### config.mk
export PLATFORM = sky130hd
export DESIGN_NAME = port_bcd_pin_override
export DESIGN_NICKNAME = d
export VERILOG_FILES = /design/src/port_bcd_pkg.sv /design/src/port_bcd_pin_override.sv
export SDC_FILE = /design/constraint.sdc
export NUM_CORES = 1
export LEC_CHECK = 0
export BUFFER_PORTS_ARGS = -buffer_cell sky130_fd_sc_hd__buf_4
export CAP_MARGIN = 25
export CORE_AREA = 2 2 114 116
export CTS_CLUSTER_DIAMETER = 200
export DETAILED_ROUTE_END_ITERATION = 8
export DIE_AREA = 0 0 116 118
export PLACE_DENSITY_LB_ADDON = 0.25
export SYNTH_ARGS = -nofsm -noshare
export SYNTH_HDL_FRONTEND = slang
export SYNTH_SLANG_ARGS = --single-unit
export TNS_END_PERCENT = 5
### constraint.sdc
create_clock -name clk -period 9.47 [get_ports clk]
set_input_delay 1.894 -clock clk [delete_from_list [all_inputs] [get_ports clk]]
set_output_delay 1.894 -clock clk [all_outputs]
set_load 0.05 [all_outputs]
### src/port_bcd_pkg.sv
package port_bcd_pkg;

   // -----------------------------------------------------------------
   // Register indices (byte address is four times the index)
   // -----------------------------------------------------------------
   localparam logic [5:0] IDX_LVLB = 6'h03;
   localparam logic [5:0] IDX_DIRB = 6'h04;
   localparam logic [5:0] IDX_DATAB = 6'h05;
   localparam logic [5:0] IDX_LVLC = 6'h06;
   localparam logic [5:0] IDX_DIRC = 6'h07;
   localparam logic [5:0] IDX_DATAC = 6'h08;
   localparam logic [5:0] IDX_LVLD = 6'h09;
   localparam logic [5:0] IDX_DIRD = 6'h0a;
   localparam logic [5:0] IDX_DATAD = 6'h0b;
   localparam logic [5:0] IDX_MCU = 6'h35;

   // -----------------------------------------------------------------
   // Field layout and reset values
   // -----------------------------------------------------------------
   localparam logic [7:0] MCU_WR_MASK = 8'h93;
   localparam logic [7:0] PORT_C_OUTPUT_DATA_MASK = 8'hf7;
   localparam logic [7:0] REG_RESET = 8'h00;
   localparam int PULL_OFF_BIT = 4;
   localparam int PC_BASE = 8;
   localparam int PD_BASE = 16;
   localparam int PD_RX = 2;
   localparam int PD_TX = 3;
   localparam int PD_XCK = 5;
   localparam int PD_RTS = 6;
   localparam int PD_CTS = 7;

endpackage

### src/port_bcd_pin_override.sv
// The AHB-Lite interface to the registers was chosen for this implementation.
`timescale 1ns/1ps

// Contract
// - Port D pin 0 feeds interrupt source 0 when enabled, input kept enabled.
// - Compare-B enable makes pin D0 carry compare-B; output only if direction set.
// - Port D pins have override enable/value for pull, direction, value, input enable.
// - Transmitter forces D3 output, no pull, tx data; receiver forces D2 input.
// - Flow control drives D6 as request-to-send, D7 input; D5 drives serial clock in synchronous mode when its direction bit is set.
// - Global pull-up disable turns every port pull-up off.
// - Control register: bits 7,4,1,0 read-write, others read zero, reset zero.
// - Port B data register, 8 bits read-write at 0x05, reset zero.
// - Port B direction register, 8 bits at 0x04, reset zero, all inputs.
// - Port B input register at 0x03 returns pin levels.
// - Port C data at 0x08, bit 3 unimplemented, reads zero.
// - Port C direction at 0x07 omits bit 3; Port C pins at 0x06.
// - Port D data register, 8 bits read-write at 0x0B, reset zero.
// - Port D direction at 0x0A reset zero; Port D pins at 0x09.
// - Enabled transmitter makes its pin output regardless of direction bit.
// - Receiver-forced input pin keeps pull-up following its data bit.
// - In synchronous mode, clock pin direction bit selects clock out or in.
module port_bcd_pin_override (
   input wire logic clk,
   input wire logic rst,
   input wire logic hsel,
   input wire logic [31:0] haddr,
   input wire logic [1:0] htrans,
   input wire logic hwrite,
   input wire logic [2:0] hsize,
   input wire logic [31:0] hwdata,
   input wire logic hready,
   output logic hreadyout,
   output logic hresp,
   output logic [31:0] hrdata,
   input wire logic [23:0] pinsIn,
   output logic [23:0] pinOut,
   output logic [23:0] pinOe,
   output logic [23:0] pinPull,
   input wire logic serialTxEnable,
   input wire logic serialTxLine,
   input wire logic serialRxEnable,
   input wire logic rtsFlowEnable,
   input wire logic rtsLevel,
   input wire logic ctsFlowEnable,
   input wire logic serialSyncMode,
   input wire logic serialSyncClockOut,
   input wire logic timerZeroCmpBEnable,
   input wire logic timerZeroCmpBOut,
   input wire logic [7:0] portDIrqEnable,
   input wire logic comparatorPosEnable,
   input wire logic comparatorNegEnable,
   output logic [7:0] portDAltIn,
   output logic extIrqSrcZero,
   output logic serialRxLine,
   output logic serialSyncClockIn,
   output logic timerZeroExtCount
);
   import port_bcd_pkg::*;

   typedef struct packed {
      logic readyOut;
      logic respErr;
      logic wrPend;
      logic [5:0] wrIdx;
      logic [7:0] dataB;
      logic [7:0] dirB;
      logic [7:0] dataC;
      logic [7:0] dirC;
      logic [7:0] dataD;
      logic [7:0] dirD;
      logic [7:0] mcuCtrl;
      logic [23:0] sync1;
      logic [23:0] sync2;
      logic [23:0] pinOut;
      logic [23:0] pinOe;
      logic [23:0] pinPull;
      logic [7:0] altIn;
      logic [31:0] rdata;
   } state_type;

   state_type st_ff;
   state_type nxt_st;

   // -----------------------------------------------------------------
   // Register read mux
   // -----------------------------------------------------------------
   function automatic logic [7:0] regRead(input logic [5:0] idx, input state_type s);
      logic [7:0] v;
      v = 8'h00;
      case (idx)
         IDX_LVLB: v = s.sync2[7:0];
         IDX_DIRB: v = s.dirB;
         IDX_DATAB: v = s.dataB;
         IDX_LVLC: v = s.sync2[15:8] & PORT_C_OUTPUT_DATA_MASK;
         IDX_DIRC: v = s.dirC;
         IDX_DATAC: v = s.dataC;
         IDX_LVLD: v = s.sync2[23:16];
         IDX_DIRD: v = s.dirD;
         IDX_DATAD: v = s.dataD;
         IDX_MCU: v = s.mcuCtrl;
         default: v = 8'h00;
      endcase
      return v;
   endfunction

   // -----------------------------------------------------------------
   // Next state
   // -----------------------------------------------------------------
   always_comb begin
      logic [7:0] pullOvEn;
      logic [7:0] pullOvVal;
      logic [7:0] dirOvEn;
      logic [7:0] dirOvVal;
      logic [7:0] valOvEn;
      logic [7:0] valOvVal;
      logic [7:0] inOvEn;
      logic [7:0] inOvVal;
      logic [7:0] die;
      logic [23:0] dataAll;
      logic [23:0] dirAll;
      logic [23:0] pull;
      logic pullOff;
      pullOvEn = 8'h00;
      pullOvVal = 8'h00;
      dirOvEn = 8'h00;
      dirOvVal = 8'h00;
      valOvEn = 8'h00;
      valOvVal = 8'h00;
      inOvEn = 8'h00;
      inOvVal = 8'hff;
      die = 8'hff;
      dataAll = 24'h000000;
      dirAll = 24'h000000;
      pull = 24'h000000;
      pullOff = 1'b0;
      nxt_st = st_ff;
      nxt_st.readyOut = 1'b1;
      nxt_st.respErr = 1'b0;
      nxt_st.sync1 = pinsIn;
      nxt_st.sync2 = st_ff.sync1;

      // Data phase of a write
      if (st_ff.wrPend) begin
         case (st_ff.wrIdx)
            IDX_DIRB: nxt_st.dirB = hwdata[7:0];
            IDX_DATAB: nxt_st.dataB = hwdata[7:0];
            IDX_DIRC: nxt_st.dirC = hwdata[7:0] & PORT_C_OUTPUT_DATA_MASK;
            IDX_DATAC: nxt_st.dataC = hwdata[7:0] & PORT_C_OUTPUT_DATA_MASK;
            IDX_DIRD: nxt_st.dirD = hwdata[7:0];
            IDX_DATAD: nxt_st.dataD = hwdata[7:0];
            IDX_MCU: nxt_st.mcuCtrl = hwdata[7:0] & MCU_WR_MASK;
            default: ; // Pin registers and holes ignore writes
         endcase
      end

      // Address phase; read data sees a write finishing in this cycle
      nxt_st.wrPend = 1'b0;
      if (hsel && hready && htrans[1]) begin
         nxt_st.wrPend = hwrite;
         nxt_st.wrIdx = haddr[7:2];
         if (!hwrite) begin
            nxt_st.rdata = {24'h000000, regRead(haddr[7:2], nxt_st)};
         end
      end

      // Pin control from registers
      pullOff = nxt_st.mcuCtrl[PULL_OFF_BIT];
      dataAll = {nxt_st.dataD, nxt_st.dataC, nxt_st.dataB};
      dirAll = {nxt_st.dirD, nxt_st.dirC, nxt_st.dirB};
      pull = ~dirAll & dataAll & {24{~pullOff}};

      // Port D alternate-function overrides
      pullOvEn[PD_CTS] = ctsFlowEnable;
      pullOvVal[PD_CTS] = nxt_st.dataD[PD_CTS] & ~pullOff;
      dirOvEn[PD_CTS] = ctsFlowEnable;
      dirOvVal[PD_CTS] = 1'b0;
      inOvEn[PD_CTS] = portDIrqEnable[PD_CTS] | ctsFlowEnable;
      pullOvEn[PD_RTS] = rtsFlowEnable;
      pullOvVal[PD_RTS] = 1'b0;
      dirOvEn[PD_RTS] = rtsFlowEnable;
      dirOvVal[PD_RTS] = 1'b1;
      valOvEn[PD_RTS] = rtsFlowEnable;
      valOvVal[PD_RTS] = rtsLevel;
      inOvEn[PD_RTS] = portDIrqEnable[PD_RTS];
      valOvEn[PD_XCK] = serialSyncMode & nxt_st.dirD[PD_XCK];
      valOvVal[PD_XCK] = serialSyncClockOut;
      inOvEn[PD_XCK] = portDIrqEnable[PD_XCK] | serialSyncMode;
      inOvEn[4] = portDIrqEnable[4];
      pullOvEn[PD_TX] = serialTxEnable;
      pullOvVal[PD_TX] = 1'b0;
      dirOvEn[PD_TX] = serialTxEnable;
      dirOvVal[PD_TX] = 1'b1;
      valOvEn[PD_TX] = serialTxEnable;
      valOvVal[PD_TX] = serialTxLine;
      inOvEn[PD_TX] = portDIrqEnable[PD_TX];
      pullOvEn[PD_RX] = serialRxEnable;
      pullOvVal[PD_RX] = nxt_st.dataD[PD_RX] & ~pullOff;
      dirOvEn[PD_RX] = serialRxEnable;
      dirOvVal[PD_RX] = 1'b0;
      inOvEn[PD_RX] = portDIrqEnable[PD_RX] | comparatorNegEnable | serialRxEnable;
      inOvVal[PD_RX] = ~comparatorNegEnable;
      inOvEn[1] = portDIrqEnable[1] | comparatorPosEnable;
      inOvVal[1] = ~comparatorPosEnable;
      valOvEn[0] = timerZeroCmpBEnable;
      valOvVal[0] = timerZeroCmpBOut;
      inOvEn[0] = portDIrqEnable[0];

      for (int i = 0; i < 8; i++) begin
         if (pullOvEn[i]) begin
            pull[PD_BASE + i] = pullOvVal[i];
         end
         if (dirOvEn[i]) begin
            dirAll[PD_BASE + i] = dirOvVal[i];
         end
         if (valOvEn[i]) begin
            dataAll[PD_BASE + i] = valOvVal[i];
         end
         if (inOvEn[i]) begin
            die[i] = inOvVal[i];
         end
      end

      nxt_st.pinOut = dataAll;
      nxt_st.pinOe = dirAll;
      nxt_st.pinPull = pull;
      nxt_st.altIn = st_ff.sync2[23:16] & die;
   end

   // -----------------------------------------------------------------
   // State register
   // -----------------------------------------------------------------
   always_ff @(posedge clk or posedge rst) begin
      if (rst) begin
         st_ff <= '0;
         st_ff.readyOut <= 1'b1;
      end else begin
         st_ff <= nxt_st;
      end
   end

   assign hreadyout = st_ff.readyOut;
   assign hresp = st_ff.respErr;
   assign hrdata = st_ff.rdata;
   assign pinOut = st_ff.pinOut;
   assign pinOe = st_ff.pinOe;
   assign pinPull = st_ff.pinPull;
   assign portDAltIn = st_ff.altIn;
   assign extIrqSrcZero = st_ff.altIn[0];
   assign serialRxLine = st_ff.altIn[PD_RX];
   assign serialSyncClockIn = st_ff.altIn[PD_XCK];
   assign timerZeroExtCount = st_ff.altIn[PD_CTS];
endmodule

==> impl_metrics.yaml <==
timing:
  hold_viol_final: 0
  skew_ps: 10.2
  rsz0062_at_grt: "no"
  tns_ps: 0
  finalMaxSlewViolations: 0
  min_period_ps: 3500
  finalCritPeriodShare_pct: 36.9
  setup_violations: 0
  tightest_slew_ps: 1100
  max_freq_mhz: 286
  holdWs_ps: 347
  fin_ws_ps: 5970
  relSlewSlack_pct: 26.7
finish:
  nets: 741
  diodes: 0
  multiInputGateArea_sq_mm: 0.00219
  syn_to_final_growth_pct: 15.7
  n_fill_cell: 1004
  postLayoutCellArea_sq_mm: 0.00769
  seq_area_sq_mm: 0.00355
  final_cells: 808
  final_util_pct: 62.0
  layout-drive-gt1-share_pct: 37.9
cts:
  worstSkewPairLatency_ps: 420
  clkTransAtPathRegs_ps: 60
  h-tree-depth: 4
  post_cts.repair.setup_buffers: 0
  cts_hold_buf: 0
  clk_path_buf_depth: 2
  cts_buffers: 17
  cts_root_buf: "clkbuf_16"
  post_cts_resized: 0
  cts_tree: "yes"
  clock-sinks: 142
power_and_ir_drop:
  powerDensity_mw_per_mm2: 216
  ir_worst_vdd_v: 0.0000996
  p_int_mw: 1.11
  leakage_nw: 3.52
  seqPwrFrac_pct: 41.9
  switching_share_pct: 33.4
  combPwrFrac_pct: 21.0
  finalPower_mw: 1.66
  switching_power_uw: 555
  pwr-share-clk_pct: 37.1
detailed_routing:
  vias: 4460
  viasPerCell: 5.52
  drt-pass1-iter-count: 7
  routed_wl_um: 15900
  postRouteAntennaNets: 0
  drc_errors: 0
  drt_iter0_drc: 399
  post_drt_wl_per_cell_um: 19.6
floorplan:
  core_sq_mm: 0.0124
  initial_utilization_pct: 53.6
  io_pins: 236
  rows: 41
  die_area_sq_mm: 0.0137
  die_w_um: 116
  dieHeight_um: 118
synth:
  synth_top_area_share_pct: 53.4
  synth_most_common_cell: "dfrtp_1"
  synth_cells: 560
  async_flop_share_pct: 100
  netlist_top_cells_area: "dfrtp_1, buf_4, mux2_2, nor3b_1, nand3_1"
  post_synth_most_frequent_cells: "dfrtp_1, buf_4, nand2_1, mux2_2, nand3_1"
  yosysTopAreaCell: "dfrtp_1"
  synth-seq-cells: 142
  ys.flop_type: "dfrtp_1"
  synth_cell_types: 63
  yosysSeqAreaShare_pct: 53.4
  ys_warn_count: 0
  syn_area_sq_mm: 0.00665
  syn_avg_cell_area_sq_um: 11.9
  synth_edf_count: 0
run_status:
  status: "finished, final reports clean"
critical_path:
  worstPathArrival_ps: 3750
  cpPeakStageDelay_ps: 950
  end_kind: "register"
  path_cells: "buf_4 -> nand3_1 -> nor2_1 -> and3_1 -> a311oi_1"
  required_ps: 9720
  worstSetupStartpointType: "input pin"
  cp_slowest_cell: "nor2_1"
  critPathMaxFanout: 10
  critPathKind: "in -> reg"
place:
  pre_cts_slack_ps: 5570
  place.gp.congestion: 0.903
  place_area_sq_mm: 0.00714
  place_hpwl_um: 11200
  place_inst: 776
  port_buffers: 146
grt:
  grt_pass1_wl_um: 24800
  grt_pass1_vias: 4564
  overflow: 0
  grt_use_total_pct: 24.2
  antenna_found_initial: 0
  grt_max_degree: 54
worst_hold_path:
  hp-class: "reg -> reg"
job:
  drv_cap: 0
==> path summary, 6_finish.rpt <==
path                                        startpoint  slack, ps                      end  depth (start not counted)
worst max-delay path                         htrans[1]       5970    hrdata[2]$_DFFE_PP0P_                          5
worst min-delay path              st_ff[133]$_DFF_PP0_        350  portDAltIn[5]$_DFF_PP0_                          0
worst max register to register  st_ff[220]$_DFFE_PP0P_       6770    hrdata[5]$_DFFE_PP0P_                          5
worst min register to register    st_ff[133]$_DFF_PP0_        350  portDAltIn[5]$_DFF_PP0_                          0
max in group asynchronous                          rst       6770     pinPull[4]$_DFF_PP0_                          4
min in group asynchronous                          rst       1490     pinOut[16]$_DFF_PP0_                          2
==> cells in the final DEF, fill, tap and decap left out, types with 7 or more instances in the layout <==
cell,synthesis,layout
nor3b_1,20,20
o21ai_1,7,7
nand2_1,29,29
o21ai_0,13,13
dfrtp_1,142,142
conb_1,2,26
a21oi_1,23,23
clkbuf_16,0,17
a22oi_1,10,10
nor2_1,14,14
a311oi_1,7,7
nor3_1,7,7
inv_6,0,7
and2_1,10,10
mux2_2,27,27
buf_4,114,149
nand3_1,24,24
inv_1,10,9
mux2_4,8,8
==> critical path, delay by kind of cell <==
family                 cells  cell delay, ps
buffers and inverters      1              80
AND/OR/NAND/NOR            3            1650
AO/OA/AOI/OAI              1             110
==> power groups by stage <==
stage	Sequential (mW)	Combinational [mW]	Clock, mW
after global placement	0.705	0.343	0
after floorplan	0.691	0.314	0
after detailed placement	0.707	0.349	0
final	0.697	0.349	0.616
after CTS	0.697	0.349	0.625
after global routing	0.703	0.367	0.653
==> sequential cells by signal (all words and copies together) (netlist names) <==
name        flops
hrdata          8
portDAltIn      8
nxt_st         23
pinPull        24
pinOe          24
pinOut         23
st_ff          32
==> layout make-up <==
type / instances / share of cell area [%]
Clock inverter: 15 / 1.64
Inverter: 10 / 0.553
Multi-Input combinational cell: 302 / 28.5
Timing Repair Buffer: 150 / 14.8
Clock buffer: 17 / 5.53
Sequential cell: 142 / 46.2
Tap cell: 172 / 2.80
==> routing by layer <==
metal | global-route usage (%) | share of wire [%]
met1 | 33.5 | 40
met2 | 37.6 | 49
met3 | 5.30 | 9.4
met4 | 8.63 | 1.5
met5 | 0 | 0
==> kinds of logic (layout without fill, tap and decap cells) <==
kind of cell / after synthesis / after routing / share of synthesized area [%]
AND/OR/NAND/NOR: 148 / 148 / 14.7
flip-flops: 142 / 142 / 53.4
multiplexers: 41 / 41 / 7.28
AO/OA/AOI/OAI: 86 / 86 / 9.45
buffers and inverters: 140 / 192 / 14.9
XOR/XNOR: 1 / 1 / 0.132
other: 2 / 26 / 0.113
No activity file was read; power rests on OpenSTA's default activity.
